<file path="src/core/lcps_pkg.sv">
// constants shared by the lcd colour pin select block
// What this block does
// option bits live in pin_function_select_0 register
// reduced bit meant for blue_bit2, red_bit2
// reduced bit alone leaves both pins gpio
// software sets full bit for those colours
// full bit: all eight pins colour
// full bit: six more pins lose gpio
// reads return written bits; routing follows writes

package lcps_pkg;

   // ------------------------------------------------------------
   // bus and pin widths
   // ------------------------------------------------------------
   localparam int LCPS_AW   = 32;
   localparam int LCPS_DW   = 32;
   localparam int LCPS_PINS = 8;

   // ------------------------------------------------------------
   // register byte addresses
   // ------------------------------------------------------------
   localparam logic [31:0] LCPS_SEL_ADDR   = 32'h01c4_0000;
   localparam logic [31:0] LCPS_ROUTE_ADDR = 32'h01c4_0004;
   localparam logic [31:0] LCPS_PAD_ADDR   = 32'h01c4_0008;

   // ------------------------------------------------------------
   // field positions
   // ------------------------------------------------------------
   localparam int LCPS_FULL_BIT    = 23; // full_colour_lcd_option
   localparam int LCPS_REDUCED_BIT = 22; // reduced_colour_lcd_option
   localparam int LCPS_INEFF_BIT   = 8;  // route status: reduced ignored

   // ------------------------------------------------------------
   // values after reset and pin masks
   // ------------------------------------------------------------
   localparam logic [31:0] LCPS_SEL_RESET    = 32'h0000_0000;
   localparam logic [31:0] LCPS_ZERO_WORD    = 32'h0000_0000;
   localparam logic [7:0]  LCPS_PIN_RESET    = 8'h00;
   localparam logic [7:0]  LCPS_ALL_PINS     = 8'hff;
   localparam logic [7:0]  LCPS_NO_PINS      = 8'h00;
   // pins the reduced option was meant to claim
   localparam logic [7:0]  LCPS_REDUCED_PINS = 8'h03;

   // ------------------------------------------------------------
   // pin index: colour function / gpio function
   // ------------------------------------------------------------
   localparam int LCPS_PIN_BLUE2  = 0; // blue_bit2  / general_io_47
   localparam int LCPS_PIN_RED2   = 1; // red_bit2   / general_io_46
   localparam int LCPS_PIN_RED1   = 2; // red_bit1   / general_io_38
   localparam int LCPS_PIN_BLUE1  = 3; // blue_bit1  / general_io_6
   localparam int LCPS_PIN_GREEN1 = 4; // green_bit1 / general_io_5
   localparam int LCPS_PIN_RED0   = 5; // red_bit0   / general_io_4
   localparam int LCPS_PIN_BLUE0  = 6; // blue_bit0  / general_io_3
   localparam int LCPS_PIN_GREEN0 = 7; // green_bit0 / general_io_2

endpackage : lcps_pkg

</file>
<file path="src/core/lcps_pin_sync.sv">
// three-stage synchroniser with agreement filter for pad inputs
`timescale 1ns/1ns
`default_nettype none

module lcps_pin_sync (
   input  wire logic                       clk,
   input  wire logic                       reset,
   input  wire logic [lcps_pkg::LCPS_PINS-1:0] pad_in,
   output logic      [lcps_pkg::LCPS_PINS-1:0] pad_level
);
   import lcps_pkg::*;

   logic [LCPS_PINS-1:0] s1_reg;
   logic [LCPS_PINS-1:0] s2_reg;
   logic [LCPS_PINS-1:0] s3_reg;
   logic [LCPS_PINS-1:0] level_reg;
   logic [LCPS_PINS-1:0] level_next;

   // accept a level only once stages two and three agree
   always_comb begin
      level_next = level_reg;
      for (int i = 0; i < LCPS_PINS; i++) begin
         if (s2_reg[i] == s3_reg[i]) begin
            level_next[i] = s3_reg[i];
         end
      end
   end

   // s1 feeds s2 only, so metastability never reaches the filter
   always_ff @(posedge clk or posedge reset) begin
      if (reset) begin
         s1_reg    <= LCPS_PIN_RESET;
         s2_reg    <= LCPS_PIN_RESET;
         s3_reg    <= LCPS_PIN_RESET;
         level_reg <= LCPS_PIN_RESET;
      end else begin
         s1_reg    <= pad_in;
         s2_reg    <= s1_reg;
         s3_reg    <= s2_reg;
         level_reg <= level_next;
      end
   end

   assign pad_level = level_reg;

endmodule : lcps_pin_sync
`default_nettype wire

</file>
<file path="src/core/lcps_pin_route.sv">
// per-pin mux between gpio and lcd colour functions
`timescale 1ns/1ns
`default_nettype none

module lcps_pin_route (
   input  wire logic                       clk,
   input  wire logic                       reset,
   input  wire logic [lcps_pkg::LCPS_PINS-1:0] colour_mask,
   input  wire logic [lcps_pkg::LCPS_PINS-1:0] gpio_out,
   input  wire logic [lcps_pkg::LCPS_PINS-1:0] gpio_oe,
   input  wire logic [lcps_pkg::LCPS_PINS-1:0] lcd_colour_data,
   input  wire logic [lcps_pkg::LCPS_PINS-1:0] pad_level,
   output logic      [lcps_pkg::LCPS_PINS-1:0] pad_out,
   output logic      [lcps_pkg::LCPS_PINS-1:0] pad_oe,
   output logic      [lcps_pkg::LCPS_PINS-1:0] gpio_in
);
   import lcps_pkg::*;

   logic [LCPS_PINS-1:0] out_reg;
   logic [LCPS_PINS-1:0] out_next;
   logic [LCPS_PINS-1:0] oe_reg;
   logic [LCPS_PINS-1:0] oe_next;
   logic [LCPS_PINS-1:0] in_reg;
   logic [LCPS_PINS-1:0] in_next;

   // colour pins always drive the panel; gpio reads zero there
   for (genvar p = 0; p < LCPS_PINS; p++) begin : g_pin
      assign out_next[p] = colour_mask[p] ? lcd_colour_data[p]
                                          : gpio_out[p];
      assign oe_next[p]  = colour_mask[p] | gpio_oe[p];
      assign in_next[p]  = colour_mask[p] ? 1'b0 : pad_level[p];
   end

   // registered so pads never see a mux glitch
   always_ff @(posedge clk or posedge reset) begin
      if (reset) begin
         out_reg <= LCPS_PIN_RESET;
         oe_reg  <= LCPS_PIN_RESET;
         in_reg  <= LCPS_PIN_RESET;
      end else begin
         out_reg <= out_next;
         oe_reg  <= oe_next;
         in_reg  <= in_next;
      end
   end

   assign pad_out = out_reg;
   assign pad_oe  = oe_reg;
   assign gpio_in = in_reg;

endmodule : lcps_pin_route
`default_nettype wire

</file>
<file path="src/core/lcps_pin_select.sv">
// top of the lcd colour pin select block with its register port
`timescale 1ns/1ns
`default_nettype none

module lcps_pin_select (
   input  wire logic                         clk,
   input  wire logic                         reset,
   input  wire logic [lcps_pkg::LCPS_AW-1:0]   reg_addr,
   input  wire logic [lcps_pkg::LCPS_DW-1:0]   reg_wr_data,
   input  wire logic                         reg_wr_stb,
   input  wire logic                         reg_rd_stb,
   output logic      [lcps_pkg::LCPS_DW-1:0]   reg_rd_data,
   input  wire logic [lcps_pkg::LCPS_PINS-1:0] gpio_out,
   input  wire logic [lcps_pkg::LCPS_PINS-1:0] gpio_oe,
   output logic      [lcps_pkg::LCPS_PINS-1:0] gpio_in,
   input  wire logic [lcps_pkg::LCPS_PINS-1:0] lcd_colour_data,
   input  wire logic [lcps_pkg::LCPS_PINS-1:0] pad_in,
   output logic      [lcps_pkg::LCPS_PINS-1:0] pad_out,
   output logic      [lcps_pkg::LCPS_PINS-1:0] pad_oe
);
   import lcps_pkg::*;

   // ------------------------------------------------------------
   // declarations
   // ------------------------------------------------------------
   logic [LCPS_DW-1:0]   sel_reg;
   logic [LCPS_DW-1:0]   sel_next;
   logic [LCPS_DW-1:0]   rd_data_reg;
   logic [LCPS_DW-1:0]   rd_data_next;
   logic [LCPS_PINS-1:0] colour_mask;
   logic [LCPS_PINS-1:0] pad_level;
   logic                 full_on;
   logic                 reduced_on;
   logic                 reduced_ignored;
   logic                 hit_sel;
   logic                 hit_route;
   logic                 hit_pad;
   logic                 sel_write;
   logic [LCPS_DW-1:0]   route_word;
   logic [LCPS_DW-1:0]   pad_word;

   // ------------------------------------------------------------
   // address decode
   // ------------------------------------------------------------

   // full-word compare; aliases would hide software bugs
   assign hit_sel   = (reg_addr == LCPS_SEL_ADDR);
   assign hit_route = (reg_addr == LCPS_ROUTE_ADDR);
   assign hit_pad   = (reg_addr == LCPS_PAD_ADDR);
   assign sel_write = reg_wr_stb & hit_sel;

   // ------------------------------------------------------------
   // pin selection register
   // ------------------------------------------------------------

   // every bit is kept as written, including unused options
   always_comb begin
      sel_next = sel_reg;
      if (sel_write) begin
         sel_next = reg_wr_data;
      end
   end

   // state only moves on a write to the selection address
   always_ff @(posedge clk or posedge reset) begin
      if (reset) begin
         sel_reg <= LCPS_SEL_RESET;
      end else begin
         sel_reg <= sel_next;
      end
   end

   // ------------------------------------------------------------
   // option decode
   // ------------------------------------------------------------

   // option bits pulled out for the routing logic
   assign full_on    = sel_reg[LCPS_FULL_BIT];
   assign reduced_on = sel_reg[LCPS_REDUCED_BIT];

   // the reduced option has no path to the pins in this silicon;
   // only the full option claims pins, for all eight at once
   always_comb begin
      colour_mask = LCPS_NO_PINS;
      if (full_on) begin
         colour_mask = LCPS_ALL_PINS;
      end
   end

   // software asked for the reduced option and got nothing
   assign reduced_ignored = reduced_on & ~full_on;

   // ------------------------------------------------------------
   // pad input synchroniser
   // ------------------------------------------------------------

   // pads are asynchronous to clk, hence the three stages
   lcps_pin_sync u_sync (
      .clk       (clk),
      .reset     (reset),
      .pad_in    (pad_in),
      .pad_level (pad_level)
   );

   // ------------------------------------------------------------
   // per-pin routing
   // ------------------------------------------------------------

   // one cycle from mask change to pad change
   lcps_pin_route u_route (
      .clk             (clk),
      .reset           (reset),
      .colour_mask     (colour_mask),
      .gpio_out        (gpio_out),
      .gpio_oe         (gpio_oe),
      .lcd_colour_data (lcd_colour_data),
      .pad_level       (pad_level),
      .pad_out         (pad_out),
      .pad_oe          (pad_oe),
      .gpio_in         (gpio_in)
   );

   // ------------------------------------------------------------
   // status words
   // ------------------------------------------------------------

   // route status: live colour mask and the ignored-option flag
   always_comb begin
      route_word                 = LCPS_ZERO_WORD;
      route_word[LCPS_PINS-1:0]  = colour_mask;
      route_word[LCPS_INEFF_BIT] = reduced_ignored;
   end

   // pad status: filtered pad levels, whatever the pin function
   always_comb begin
      pad_word                = LCPS_ZERO_WORD;
      pad_word[LCPS_PINS-1:0] = pad_level;
   end

   // ------------------------------------------------------------
   // read port
   // ------------------------------------------------------------

   // data stands one cycle only; unmapped addresses read zero
   always_comb begin
      rd_data_next = LCPS_ZERO_WORD;
      if (reg_rd_stb) begin
         if (hit_sel) begin
            rd_data_next = sel_reg;
         end else if (hit_route) begin
            rd_data_next = route_word;
         end else if (hit_pad) begin
            rd_data_next = pad_word;
         end
      end
   end

   // read data comes from a flip-flop, never straight from decode
   always_ff @(posedge clk or posedge reset) begin
      if (reset) begin
         rd_data_reg <= LCPS_ZERO_WORD;
      end else begin
         rd_data_reg <= rd_data_next;
      end
   end

   assign reg_rd_data = rd_data_reg;

   // ------------------------------------------------------------
   // assertions
   // ------------------------------------------------------------

   // a write to the selection address lands whole
   chk_sel_write_lands: assert property (
      @(posedge clk) disable iff (reset)
      (reg_wr_stb && reg_addr == LCPS_SEL_ADDR)
         |=> (sel_reg == $past(reg_wr_data)))
      else $error("selection register missed a write");

   // without a write the selection holds still
   chk_sel_holds: assert property (
      @(posedge clk) disable iff (reset)
      !(reg_wr_stb && reg_addr == LCPS_SEL_ADDR)
         |=> $stable(sel_reg))
      else $error("selection changed without a write");

   // a read of the selection returns what was last written
   chk_sel_readback: assert property (
      @(posedge clk) disable iff (reset)
      (reg_wr_stb && reg_addr == LCPS_SEL_ADDR)
         ##1 (reg_rd_stb && reg_addr == LCPS_SEL_ADDR
              && !reg_wr_stb)
         |=> (reg_rd_data == $past(reg_wr_data, 2)))
      else $error("readback differs from last write");

   // reduced option alone never drives colour
   chk_reduced_ignored: assert property (
      @(posedge clk) disable iff (reset)
      (!sel_reg[LCPS_FULL_BIT] && sel_reg[LCPS_REDUCED_BIT])
         |=> (pad_oe == $past(gpio_oe)
              && pad_out == $past(gpio_out)))
      else $error("reduced option moved a pin to colour");

   // full option puts colour on all eight pins
   chk_full_all_pins: assert property (
      @(posedge clk) disable iff (reset)
      sel_reg[LCPS_FULL_BIT]
         |=> (pad_oe == LCPS_ALL_PINS
              && pad_out == $past(lcd_colour_data)))
      else $error("full option not on every pin");

   // blue_bit2 and red_bit2 reach their pins with the full option
   chk_blue_red_full: assert property (
      @(posedge clk) disable iff (reset)
      sel_reg[LCPS_FULL_BIT]
         |=> (pad_out[LCPS_PIN_RED2:LCPS_PIN_BLUE2]
              == $past(lcd_colour_data[LCPS_PIN_RED2:LCPS_PIN_BLUE2])))
      else $error("blue_bit2 or red_bit2 missing");

   // both options clear leaves plain gpio
   chk_gpio_when_off: assert property (
      @(posedge clk) disable iff (reset)
      (sel_reg[LCPS_FULL_BIT:LCPS_REDUCED_BIT] == 2'b00)
         |=> (pad_oe == $past(gpio_oe)
              && pad_out == $past(gpio_out)))
      else $error("gpio not routed with options clear");

   // colour pins show nothing to the gpio controller
   chk_gpio_in_lost: assert property (
      @(posedge clk) disable iff (reset)
      sel_reg[LCPS_FULL_BIT] |=> (gpio_in == LCPS_NO_PINS))
      else $error("gpio input live on a colour pin");

   // route status flag tracks the ignored reduced request
   chk_status_flag: assert property (
      @(posedge clk) disable iff (reset)
      (reg_rd_stb && reg_addr == LCPS_ROUTE_ADDR)
         |=> (reg_rd_data[LCPS_INEFF_BIT]
              == $past(sel_reg[LCPS_REDUCED_BIT]
                       && !sel_reg[LCPS_FULL_BIT])))
      else $error("route status flag wrong");

   // ------------------------------------------------------------
   // covers
   // ------------------------------------------------------------

   // software enables full colour
   cov_full_on: cover property (
      @(posedge clk) disable iff (reset)
      $rose(sel_reg[LCPS_FULL_BIT]));

   // software tries the reduced option alone
   cov_reduced_only: cover property (
      @(posedge clk) disable iff (reset)
      $rose(reduced_ignored));

   // full colour dropped back to gpio
   cov_back_to_gpio: cover property (
      @(posedge clk) disable iff (reset)
      $fell(sel_reg[LCPS_FULL_BIT]) ##1 (pad_oe == gpio_oe));

   // write then immediate readback
   cov_write_read: cover property (
      @(posedge clk) disable iff (reset)
      sel_write ##1 (reg_rd_stb && hit_sel));

endmodule : lcps_pin_select
`default_nettype wire

</file>
<file path="config.mk">
export PLATFORM = sky130hd
export DESIGN_NAME = lcps_pin_select
export DESIGN_NICKNAME = d
export VERILOG_FILES = /design/src/core/lcps_pkg.sv /design/src/core/lcps_pin_sync.sv /design/src/core/lcps_pin_route.sv /design/src/core/lcps_pin_select.sv
export SDC_FILE = /design/constraint.sdc
export NUM_CORES = 1
export LEC_CHECK = 0
export ABC_AREA = 1
export BUFFER_PORTS_ARGS = -buffer_cell sky130_fd_sc_hd__clkbuf_2
export CORE_MARGIN = 5
export CORE_UTILIZATION = 54
export CTS_CLUSTER_DIAMETER = 40
export DETAILED_ROUTE_END_ITERATION = 8
export MAX_ROUTING_LAYER = met4
export PLACE_DENSITY_LB_ADDON = 0.2
export SLEW_MARGIN = 20
export SYNTH_ARGS = -nofsm -noshare
export SYNTH_HDL_FRONTEND = slang
export SYNTH_SLANG_ARGS = --single-unit
</file>
<file path="constraint.sdc">
create_clock -name clk -period 6.2 [get_ports clk]
set_input_delay 1.24 -clock clk [delete_from_list [all_inputs] [get_ports clk]]
set_output_delay 1.24 -clock clk [all_outputs]
set_load 0.01 [all_outputs]
</file>
# Yosys cells after proc, flatten, opt, wreduce, memory -nomap -nowiden
# Index checks and enable logic that the tools add are counted.
[word_totals] output_inout_bits=56 register_bits=120 input_bits=100
[op_classes] n_eq_ne=11 n_mux=21 bitwise_logic=11
[ops] cell="$eq A32 B25 Y1 const B" n=3
[ops] cell="$mux W32" n=2
[ops] cell="$mux W1" n=16
[ops] cell="$mux W8" n=2
[ops] cell="$mux W9" n=1
[ops] cell="$eq A1 B1 Y1" n=8
[ops] cell="$or A1 B1 Y1" n=8
[ops] cell="$and A1 B1 Y1" n=2
[ops] cell="$not A1 Y1" n=1

# Depth between registers and ports, before layout
# Gate-level depths: netlist of run 1.
[depth] ltp_word=5 mapped_depth=10 ltp_nobuf=10

# By module
# From an unflattened synthesis of run 1, not the netlist that was laid out.
[hier_totals] hier_cells=490 hier_area_um2=4556.9
[modules_own_cells] mod="lcps_pin_select" instances=1 seq_area_each_um2=1601.5 area_per_inst_um2=2787.7 cells_per_inst=344
[modules_own_cells] mod="lcps_pin_sync" instances=1 seq_area_each_um2=800.8 area_per_inst_um2=934.6 cells_per_inst=65
[modules_own_cells] mod="lcps_pin_route" instances=1 seq_area_each_um2=600.6 area_per_inst_um2=834.6 cells_per_inst=81

# Worst setup path before layout of run 1
# Ideal clock, no wire load.
[synth_timing] path_kind="input to register" from="input reg_addr[7] in the netlist's numbering" to="register sel_reg[23]" required_time_ns=6.083 slack_ns=3.940 cell_stages=9 setup_ns=0.117 n_path_buf=1 arrival_ns=2.143 cell_sequence="nor2_2 nand2_1 nor2_2 nand2_2 nor2_8 nand2_4 buf_6 nand2_1 nand2_1"
[synth_via] elab_chain_len=2
[synth_lines] element="from (decl)" line_no="lcps_pin_select.sv:8" source="input wire logic [lcps_pkg::LCPS_AW-1:0] reg_addr,"
[synth_lines] element="$eq A32 B25 Y1" line_no="lcps_pin_select.sv:47" source="assign hit_sel = (reg_addr == LCPS_SEL_ADDR);"
[synth_lines] element="$and A1 B1 Y1" line_no="lcps_pin_select.sv:50" source="assign sel_write = reg_wr_stb & hit_sel;"
[synth_lines] element="to (signal assigned)" line_no="lcps_pin_select.sv:69" source="sel_reg <= sel_next;"
[synth_lines] element="to (decl)" line_no="lcps_pin_select.sv:26" source="logic [LCPS_DW-1:0] sel_reg;"
# Every way passes these cells.
# A chain may end at the register's enable or synchronous reset.

# Worst setup path in the final report of run 1
[layout_timing] from="input reg_addr[9] in the netlist's numbering" to="register sel_reg[15]"
# Same word-level chain as after synthesis.

==> metrics.md, run 1 <==
| Metric | Value |
|---|---|
| Status | complete, no violations |
| Initial antenna violation count | 0 |
| Reg2reg start | sel_reg[23] |
| Fin. Hold Viols | 0 |
| Seq cells post-synth | 120 |
| Clk_skew | 4.57 ps |
| Layout net count | 716 |
| Post-cts resize count | 0 |
| Setup Viol. Count Final | 0 |
| GPL Wtd Cong | 0.848 |
| Mean Syn Cell Area | 10.0 sq um |
| Critical path type | in -> reg |
| F_max | 398 MHz |
| RSZ-0062 raised after global routing | false |
| Ratio of cells with drive above 1 in the final layout | 36.1% |
| Die width | 102 um |
| Relative slew slack | 41.9% |
| Crit Path Max Fanout | 44 |
| Pleak | 0.00335 uW |
| Nature of the critical path endpoint | flop |
| Power Dens Cells | 321 nW/um^2 |
| Drt via density | 4.73 |
| I/O pin count | 156 |
| Routed WL per cell | 13.8 um |
| Net Count, Synth | 557 |
| # Max-Cap Violations | 0 |
| Grt ovf | 0 |
| DR WL met3 | 705 um |
| Crit path to | sel_reg[15] |
| Post-CTS Setup Bufs | 0 |
| Pre-antenna DRT Iters | 4 |
| Starting density of the core | 55.5% |
| Commonest non-fill, non-tap cell in the layout | clkbuf_2 |
| Critical path startpoint category | primary input |
| TritonCTS clock tree | yes |
| Global-route wire length before repair | 17.0 mm |
| CTS Sinks | 120 |
| DRT Wirelength | 10.1 mm |
| Clock Root Buffer | clkbuf_8 |
| Die height | 102 um |
| Synth cell types | 20 |
| Register area share after synthesis | 65.5% |
| Largest net degree at the start of global routing | 63 |
| # hold bufs at CTS | 0 |
| Row count | 33 |
| Actual slew at the worst max-slew pin | 872 ps |
| Clk buf depth | 2 |
| Antenna cells | 0 |
| Die ar. | 10400 sq um |
| Setup TNS | 0 ps |
| Drc violations | 0 |
| IO buf count | 155 |
| Initial DRC count | 133 |
| Vias | 3472 |
| Post-Syn Area | 4590 sq um |
| Util after Layout | 72.7% |
| CP Data Required Time | 6590 ps |
| Most frequent cells in the layout | clkbuf_2, dfrtp_1, nand2_1 |
| Fin. max-slew vios | 0 |
| Core region area | 8260 sq um |
| FF-to-FF setup slack | 4460 ps |
| Max IR drop VDD | 0.272 mV |
| Total CTS buffers | 17 |
| Cell depth of the worst flop-to-flop path | 3 |
| Global-route usage over all layers | 21.9% |
| Reg2reg end | u_route.pad_out[1] |
| Dpl hpwl | 7.12 mm |
| Cell count after synthesis | 457 |
| Top sig layer | met4 |
| H-Tree Depth | 4 |
| Layout area overhead | 30.9% |
| WL met2 | 5.15 mm |
| Vias in the first global route | 3595 |
| Tmin final | 2510 ps |
| CP Data Arrival Time | 2900 ps |
| Crit path launch | reg_addr[9] |
| Synth Warn # | 0 |
| Hold slack | 348 ps |
| Worst skew pair latency | 500 ps |
| M1 WL | 4.05 mm |
| Fin crit share | 40.5% |
| Hold Path Class | reg -> reg |
| CTS clk-pin slew, worst paths | 60 ps |
| Total chip power | 1930 uW |
| Post-route antenna net violation count | 0 |
[worst max-delay path, stage by stage]
cell and delay (ps):
clkbuf_2 80, nor2_1 100, nand2_1 100, nor2_1 130, nand2_2 120, nor2_8 510
nand2_4 360, nand2_1 170, nand2_1 70
[metal layers]
| layer | track usage, % | vias up |
|---|---|---|
| li1 | - | 1703 |
| met1 | 26.4 | 1638 |
| met2 | 35.9 | 115 |
| met3 | 6.76 | 16 |
| met4 | 6.05 | 0 |
| met5 | - | - |
[Yosys cell counts]
cell        n  area share, %
a21oi_1     8           0.87
buf_2       1           0.11
buf_6       9            2.2
clkbuf_1    6           0.49
clkinv_1    2           0.16
dfrtp_1   120             65
inv_1      62            5.1
inv_2       2           0.16
maj3_1      8            1.7
nand2_1   116            9.5
nand2_2     1           0.14
nand2_4     2           0.49
nand3_1    51            5.6
nand3_2     1           0.22
nand4_1     2           0.27
nor2_1     32            2.6
nor2_2     24            3.3
nor2_8      1           0.44
nor3_1      1           0.11
or2_2       8            1.1
[worst min-delay path by stage]
stage,start,end,cells after the start
6_report,u_sync.s1_reg[5],u_sync.s2_reg[5],0
3_5_place_dp,u_sync.s1_reg[5],u_sync.s2_reg[5],0
4_1_cts,u_sync.s1_reg[5],u_sync.s2_reg[5],0
3_3_place_gp,u_sync.s1_reg[7],u_sync.s2_reg[7],0
5_1_grt,u_sync.s1_reg[5],u_sync.s2_reg[5],0
2_1_floorplan,u_sync.s1_reg[0],u_sync.s2_reg[0],0
[final cells by class]
| cell class | instances | area (sq um) |
|---|---|---|
| Clock inverter | 13 | 195 |
| Multi-Input combinational cell | 255 | 1210 |
| Clock buffer | 19 | 432 |
| Fill cell | 598 | 2260 |
| Tap cell | 105 | 131 |
| Inverter | 66 | 250 |
| Sequential cell | 120 | 3000 |
| Timing Repair Buffer | 156 | 783 |
[where the power goes]
group          switching (uW)  internal [uW]
Clock                     352            668
Combinational            50.5           40.6
Sequential               11.2            807
[logic make-up after synthesis]
kind of cell               count (synthesis)  synth area share (%)
AOI/OAI and AO/OA                          8                 0.873
adders and majority gates                  8                  1.75
buffers and inverters                     82                  8.21
DFF                                      120                  65.5
and+or+nand+nor                          239                  23.7
[through the flow]
stage	instance area (sq um)	std cells	worst slack [ps]
2_1_floorplan	4590	457	1770
3_3_place_gp	5380	702	3260
3_5_place_dp	5380	702	3190
4_1_cts	6000	734	3690
5_1_grt	6000	734	3510
6_report	6000	734	3690
Note: power is estimated with default switching activity, not from simulation.
==> run 2: changes to the inputs <==
ABC_AREA = 0   (was 1)
CORE_UTILIZATION = 49   (was 54)
clock period = 2.35 ns   (was 6.2 ns; I/O delays follow)
==> metrics.md, run 2 <==
| Metric | Value |
|---|---|
| Hold Path Class | in -> reg |
| Critical path type | in -> reg |
| Initial antenna violation count | 0 (unchanged) |
| Post-synth ARST share | 100% (unchanged) |
| Starting density of the core | 50.9% (-4.6 points) |
| Tmin final | 1810 ps |
| Post-placement worst setup slack | 11.4 ps (-3180 ps) |
| IO buf count | 155 (unchanged) |
| Post-Syn Area | 4230 sq um (-7.8%) |
| Actual slew at the worst max-slew pin | 610 ps (-262 ps) |
| Worst skew pair latency | 500 ps (about the same) |
| CP Data Arrival Time | 2190 ps (-710 ps) |
| Ratio of cells with drive above 1 in the final layout | 50.9% (+15 points) |
| Synth top area cells | dfrtp_1, mux2_1, and2_1 |
| Clk buf depth | 2 (unchanged) |
| CP Data Required Time | 2730 ps (-3860 ps) |
| Die height | 103 um (+0.70%) |
| Final setup margin | 539 ps (-3150 ps) |
| Seq cells post-synth | 120 (unchanged) |
| Global-route wire length before repair | 14.1 mm (-17%) |
| Pleak | 0.00302 uW (-9.9%) |
| Synth cell types | 25 (+25%) |
| Total CTS buffers | 17 (unchanged) |
| Post-route antenna net violation count | 0 (unchanged) |
| Mean Syn Cell Area | 15.6 sq um (+55%) |
| Clock Root Buffer | clkbuf_8 |
| Post-CTS Setup Bufs | 0 (unchanged) |
| Commonest non-fill, non-tap cell in the layout | clkbuf_2 |
| Critical path startpoint category | primary input |
| F_max | 552 MHz |
| Routed WL per cell | 15.9 um (+16%) |
| Max IR drop VDD | 0.733 mV (+170%) |
| Synth top area share | 71.0% (+5.6 points) |
| H-Tree Depth | 4 (unchanged) |
| Synth area leader | dfrtp_1 |
| Synth Warn # | 0 (unchanged) |
| CTS Sinks | 120 (unchanged) |
| Antenna cells | 0 (unchanged) |
| Fin crit share | 77.1% |
| TritonCTS clock tree | yes |
| Fin. max-slew vios | 0 (unchanged) |
| Die ar. | 10600 sq um (+1.4%) |
| Largest net degree at the start of global routing | 121 (+92%) |
| # Max-Cap Violations | 0 (unchanged) |
| Clk_skew | 4.22 ps (-0.353 ps) |
| Drt via density | 4.88 (+3.1%) |
| Dpl hpwl | 6.37 mm (-10%) |
| Vias | 2736 (-21%) |
| Register area share after synthesis | 71.0% (+5.6 points) |
| Status | complete, no violations |
| Drc violations | 0 (unchanged) |
| Row count | 33 (unchanged) |
| Crit Path Max Fanout | 20 (-55%) |
| Pre-antenna DRT Iters | 4 (unchanged) |
| Global-route usage over all layers | 18.4% (-3.5 points) |
| Nature of the critical path endpoint | flop |
| Setup Viol. Count Final | 0 (unchanged) |
| CTS clk-pin slew, worst paths | 60 ps (about the same) |
| Number of synthesized flops with an enable pin | 0 (unchanged) |
| # hold bufs at CTS | 0 (unchanged) |
| Power Dens Cells | 843 nW/um^2 (+160%) |
| Layout net count | 543 (-24%) |
| Core region area | 8300 sq um (+0.50%) |
| Ys flop type | dfrtp_1 |
| Vias in the first global route | 2963 (-18%) |
| DRT Wirelength | 8.94 mm (-11%) |
| Most frequent cell after synthesis | dfrtp_1 |
| Cell count after synthesis | 271 (-41%) |
| Initial DRC count | 57 (-57%) |
| Net Count, Synth | 371 (-33%) |
| Commonest cells in the netlist | dfrtp_1, mux2_1, and2_1 |
| I/O pin count | 156 (unchanged) |
| Relative slew slack | 59.3% (+17 points) |
| RSZ-0062 raised after global routing | false |
| Setup TNS | 0 ps (unchanged) |
| Layout area overhead | 36.7% |
| Grt ovf | 0 (unchanged) |
| Die width | 103 um (+0.70%) |
| GPL Wtd Cong | 0.785 (-7.5%) |
| Most frequent cells in the layout | clkbuf_2, dfrtp_1, mux2_1 |
| Post-cts resize count | 0 (unchanged) |
| Fin. Hold Viols | 0 (unchanged) |
[run 2: layout make-up]
cell class	count	area, sq um
flip-flops and latches	120	3000
fillers	605	2520
multi-input cells	134	1150
repair buffers	167	891
clock buffers	19	442
clock inverters	13	144
well taps	105	131
inverters	3	15.0
[run 2: final timing paths]
path | startpoint | end | slack (ps) | depth (start not counted)
max in group asynchronous | reset | reg_rd_data[3] | 1770 | 3
worst max register to register | sel_reg[23] | reg_rd_data[6] | 1120 | 4
worst min-delay path | pad_in[4] | u_sync.s1_reg[4] | 80 | 1
worst min register to register | u_sync.s1_reg[0] | u_sync.s2_reg[0] | 350 | 0
worst max-delay path | reg_addr[30] | sel_reg[25] | 540 | 6
min in group asynchronous | reset | u_sync.s1_reg[4] | 130 | 3
[run 2: worst max-delay path: stages]
cell and delay, ps:
clkbuf_2 80, nor4b_1 390, nand4_2 250, nor4_4 420, buf_12 220, mux2_2 350
[run 2: cell families (layout without fill, tap and decap cells)]
logic type               count (synthesis)  count (layout)  share of synthesized area (%)
AO/OA/AOI/OAI                           10              10                           2.40
adder cells (fa/ha/maj)                  8               8                           1.89
buffers and inverters                   17             202                           1.80
flip-flops                             120             120                           71.0
multiplexers                            40              40                           10.7
AND/OR/NAND/NOR                         76              76                           12.2
[run 2: power by group]
| group | switching [uW] | internal [uW] | leakage [uW] |
|---|---|---|---|
| sequential | 29.3 | 2130 | 0.00155 |
| combinational | 112 | 115 | 0.00119 |
| clock | 912 | 1570 | 0.000277 |
| total | 1050 | 3820 | 0.00302 |
[run 2: per-layer routing]
metal	track usage, %	vias up	part of all wire (%)
met5	-	-	0
met4	8.07	0	2.2
met3	4.40	17	7.9
met2	28.8	113	49
met1	23.1	1316	41
li1	-	1290	-
[run 2: metrics by stage]
stage | util (%) | power (uW) | cell area (sq um) | instances | hold slack, ps
after floorplan | - | 2280 | 4230 | 271 | 331
after global placement | 62.6 | 2420 | 5190 | 529 | 332
after detailed placement | 62.6 | 2430 | 5190 | 529 | 335
after CTS | 69.6 | 4930 | 5780 | 561 | 59.9
after global routing | 69.6 | 5080 | 5780 | 561 | 50.6
final | 69.6 | 4870 | 5780 | 561 | 75.4
==> run 3: changes to the inputs <==
clock period = 1.8 ns   (was 2.35 ns; I/O delays follow)
==> metrics.md, run 3 (same netlist as run 2, synthesis figures left out) <==
| Metric | Value |
|---|---|
| # Max-Cap Violations | 0 (unchanged) |
| Power Dens Cells | 1050 nW/um^2 (+24%) |
| Fin. max-slew vios | 0 (unchanged) |
| Fin. Hold Viols | 0 (unchanged) |
| Die ar. | 10600 sq um (unchanged) |
| Global-route wire length before repair | 14.3 mm (+1.1%) |
| Layout net count | 553 (+1.8%) |
| Worst skew pair latency | 500 ps (about the same) |
| Final setup margin | 254 ps (-285 ps) |
| Commonest non-fill, non-tap cell in the layout | clkbuf_2 |
| Post-placement worst setup slack | -277 ps (-288 ps) |
| Nature of the critical path endpoint | flop |
| Vias | 2802 (+2.4%) |
| CTS Sinks | 120 (unchanged) |
| Clock power frac | 49.0% (-2.0 points) |
| Actual slew at the worst max-slew pin | 333 ps (-277 ps) |
| Hold slack | 44.8 ps (-30.6 ps) |
| Clock Root Buffer | clkbuf_8 |
| Layout area overhead | 39.8% |
| RSZ-0062 raised after global routing | false |
| Vias in the first global route | 2975 (+0.40%) |
| Tmin final | 1550 ps |
| Crit Path Max Fanout | 23 (+15%) |
| Total CTS buffers | 17 (unchanged) |
| Clk buf depth | 2 (unchanged) |
| Routed WL per cell | 15.8 um (-0.83%) |
| Critical path type | in -> reg |
| Clk_skew | 17.3 ps (+13.1 ps) |
| CP Data Required Time | 2160 ps (-570 ps) |
| Ratio of cells with drive above 1 in the final layout | 50.9% (about the same) |
| GPL Wtd Cong | 0.695 (-11%) |
| Hold Path Class | in -> reg |
| Die width | 103 um (unchanged) |
| Pleak | 0.00307 uW (+1.8%) |
| Final cell count without fillers | 571 (+1.8%) |
| CP Data Arrival Time | 1910 ps (-280 ps) |
| Max IR drop VDD | 0.631 mV (-14%) |
| Global-route usage over all layers | 18.5% (+0.095 points) |
| Starting density of the core | 50.9% (unchanged) |
| Grt ovf | 0 (unchanged) |
| Placed insts | 530 (+0.19%) |
| Drt via density | 4.91 (+0.62%) |
| Antenna cells | 0 (unchanged) |
| Fin crit share | 85.9% |
| Critical path startpoint category | primary input |
| Post-route antenna net violation count | 0 (unchanged) |
| Most frequent cells in the layout | clkbuf_2, dfrtp_1, mux2_1 |
| Drc violations | 0 (unchanged) |
| Logic pwr share | 5.4% (+0.7 points) |
| DRT Wirelength | 9.02 mm (+0.94%) |
| Dpl hpwl | 6.55 mm (+2.9%) |
| F_max | 647 MHz |
| Int Power | 4700 uW (+23%) |
| TritonCTS clock tree | yes |
| Setup Viol. Count Final | 0 (unchanged) |
| I/O pin count | 156 (unchanged) |
| Relative slew slack | 77.6% (+18 points) |
| Core region area | 8300 sq um (unchanged) |
| Row count | 33 (unchanged) |
| Sw Pwr | 1480 uW (+41%) |
| Reg power frac | 45.6% (+1.3 points) |
| Initial DRC count | 109 (+91%) |
| Fill cells | 586 (-3.1%) |
| Pre-antenna DRT Iters | 6 (+2) |
| CTS clk-pin slew, worst paths | 60 ps (about the same) |
| Die height | 103 um (unchanged) |
| Largest net degree at the start of global routing | 65 (-46%) |
| Initial antenna violation count | 0 (unchanged) |
| Status | complete, no violations |
| H-Tree Depth | 4 (unchanged) |
| IO buf count | 155 (unchanged) |
| Sw Share | 24.0% (+2.4 points) |
==> run 3: metal layers <==
layer,vias to the layer above,GRT usage (%),wire [um]
met2,102,30.3,4750
met1,1388,21.5,3430
met5,-,-,0
li1,1306,-,-
met4,0,6.47,92
met3,6,6.16,746
==> run 3: cell type report <==
| type | instances | area, sq um | area share [%] |
|---|---|---|---|
| clock buffer | 17 | 414 | 7.01 |
| clock inverter | 15 | 130 | 2.20 |
| timing repair buffer | 177 | 1010 | 17.1 |
| multi-input combinational | 134 | 1200 | 20.4 |
| sequential | 120 | 3000 | 50.8 |
| inverter | 3 | 15.0 | 0.254 |
| tap | 105 | 131 | 2.22 |
==> run 3: power groups by stage <==
stage | sequential, uW | combinational [uW] | clock, uW
floorplan | 2880 | 112 | 0
global placement | 2860 | 313 | 0
detailed placement | 2870 | 323 | 0
CTS | 2820 | 342 | 3110
global route | 2830 | 371 | 3250
finish | 2820 | 332 | 3030
==> run 3: worst paths after layout <==
kind | startpoint | endpoint | slack [ps] | cells past startpoint
max | reg_addr[4] | sel_reg[0] | 250 | 6
min | gpio_oe[2] | u_route.pad_oe[2] | 40 | 2
max reg2reg | sel_reg[23] | reg_rd_data[2] | 580 | 4
min reg2reg | u_sync.s1_reg[3] | u_sync.s2_reg[3] | 350 | 0
max in group asynchronous | reset | reg_rd_data[29] | 980 | 4
min in group asynchronous | reset | u_sync.s2_reg[1] | 490 | 4
==> run 3: worst max-delay path, stage by stage <==
cell	delay (ps)
clkbuf_2	80
nor4_1	350
nand4_1	250
nor4_4	270
buf_12	230
mux2_1	350
==> run 3: per-stage QoR <==
stage / power, uW / utilization (%) / TNS, ps / instance area [sq um]
2_1_floorplan: 2990 / - / -6110 / 4290
5_1_grt: 6450 / 71.2 / 0 / 5910
3_5_place_dp: 3190 / 63.6 / -11750 / 5280
6_report: 6180 / 71.2 / 0 / 5910
4_1_cts: 6270 / 71.2 / 0 / 5910
3_3_place_gp: 3180 / 63.6 / -8480 / 5280
==> run 3: repair_timing <==
item                                    CTS  global route
hold endpoints to repair                128             0
setup buffers                             0             0
gates resized for setup                   0             0
endpoints found under the setup margin    0             0
hold buffers                              9             0
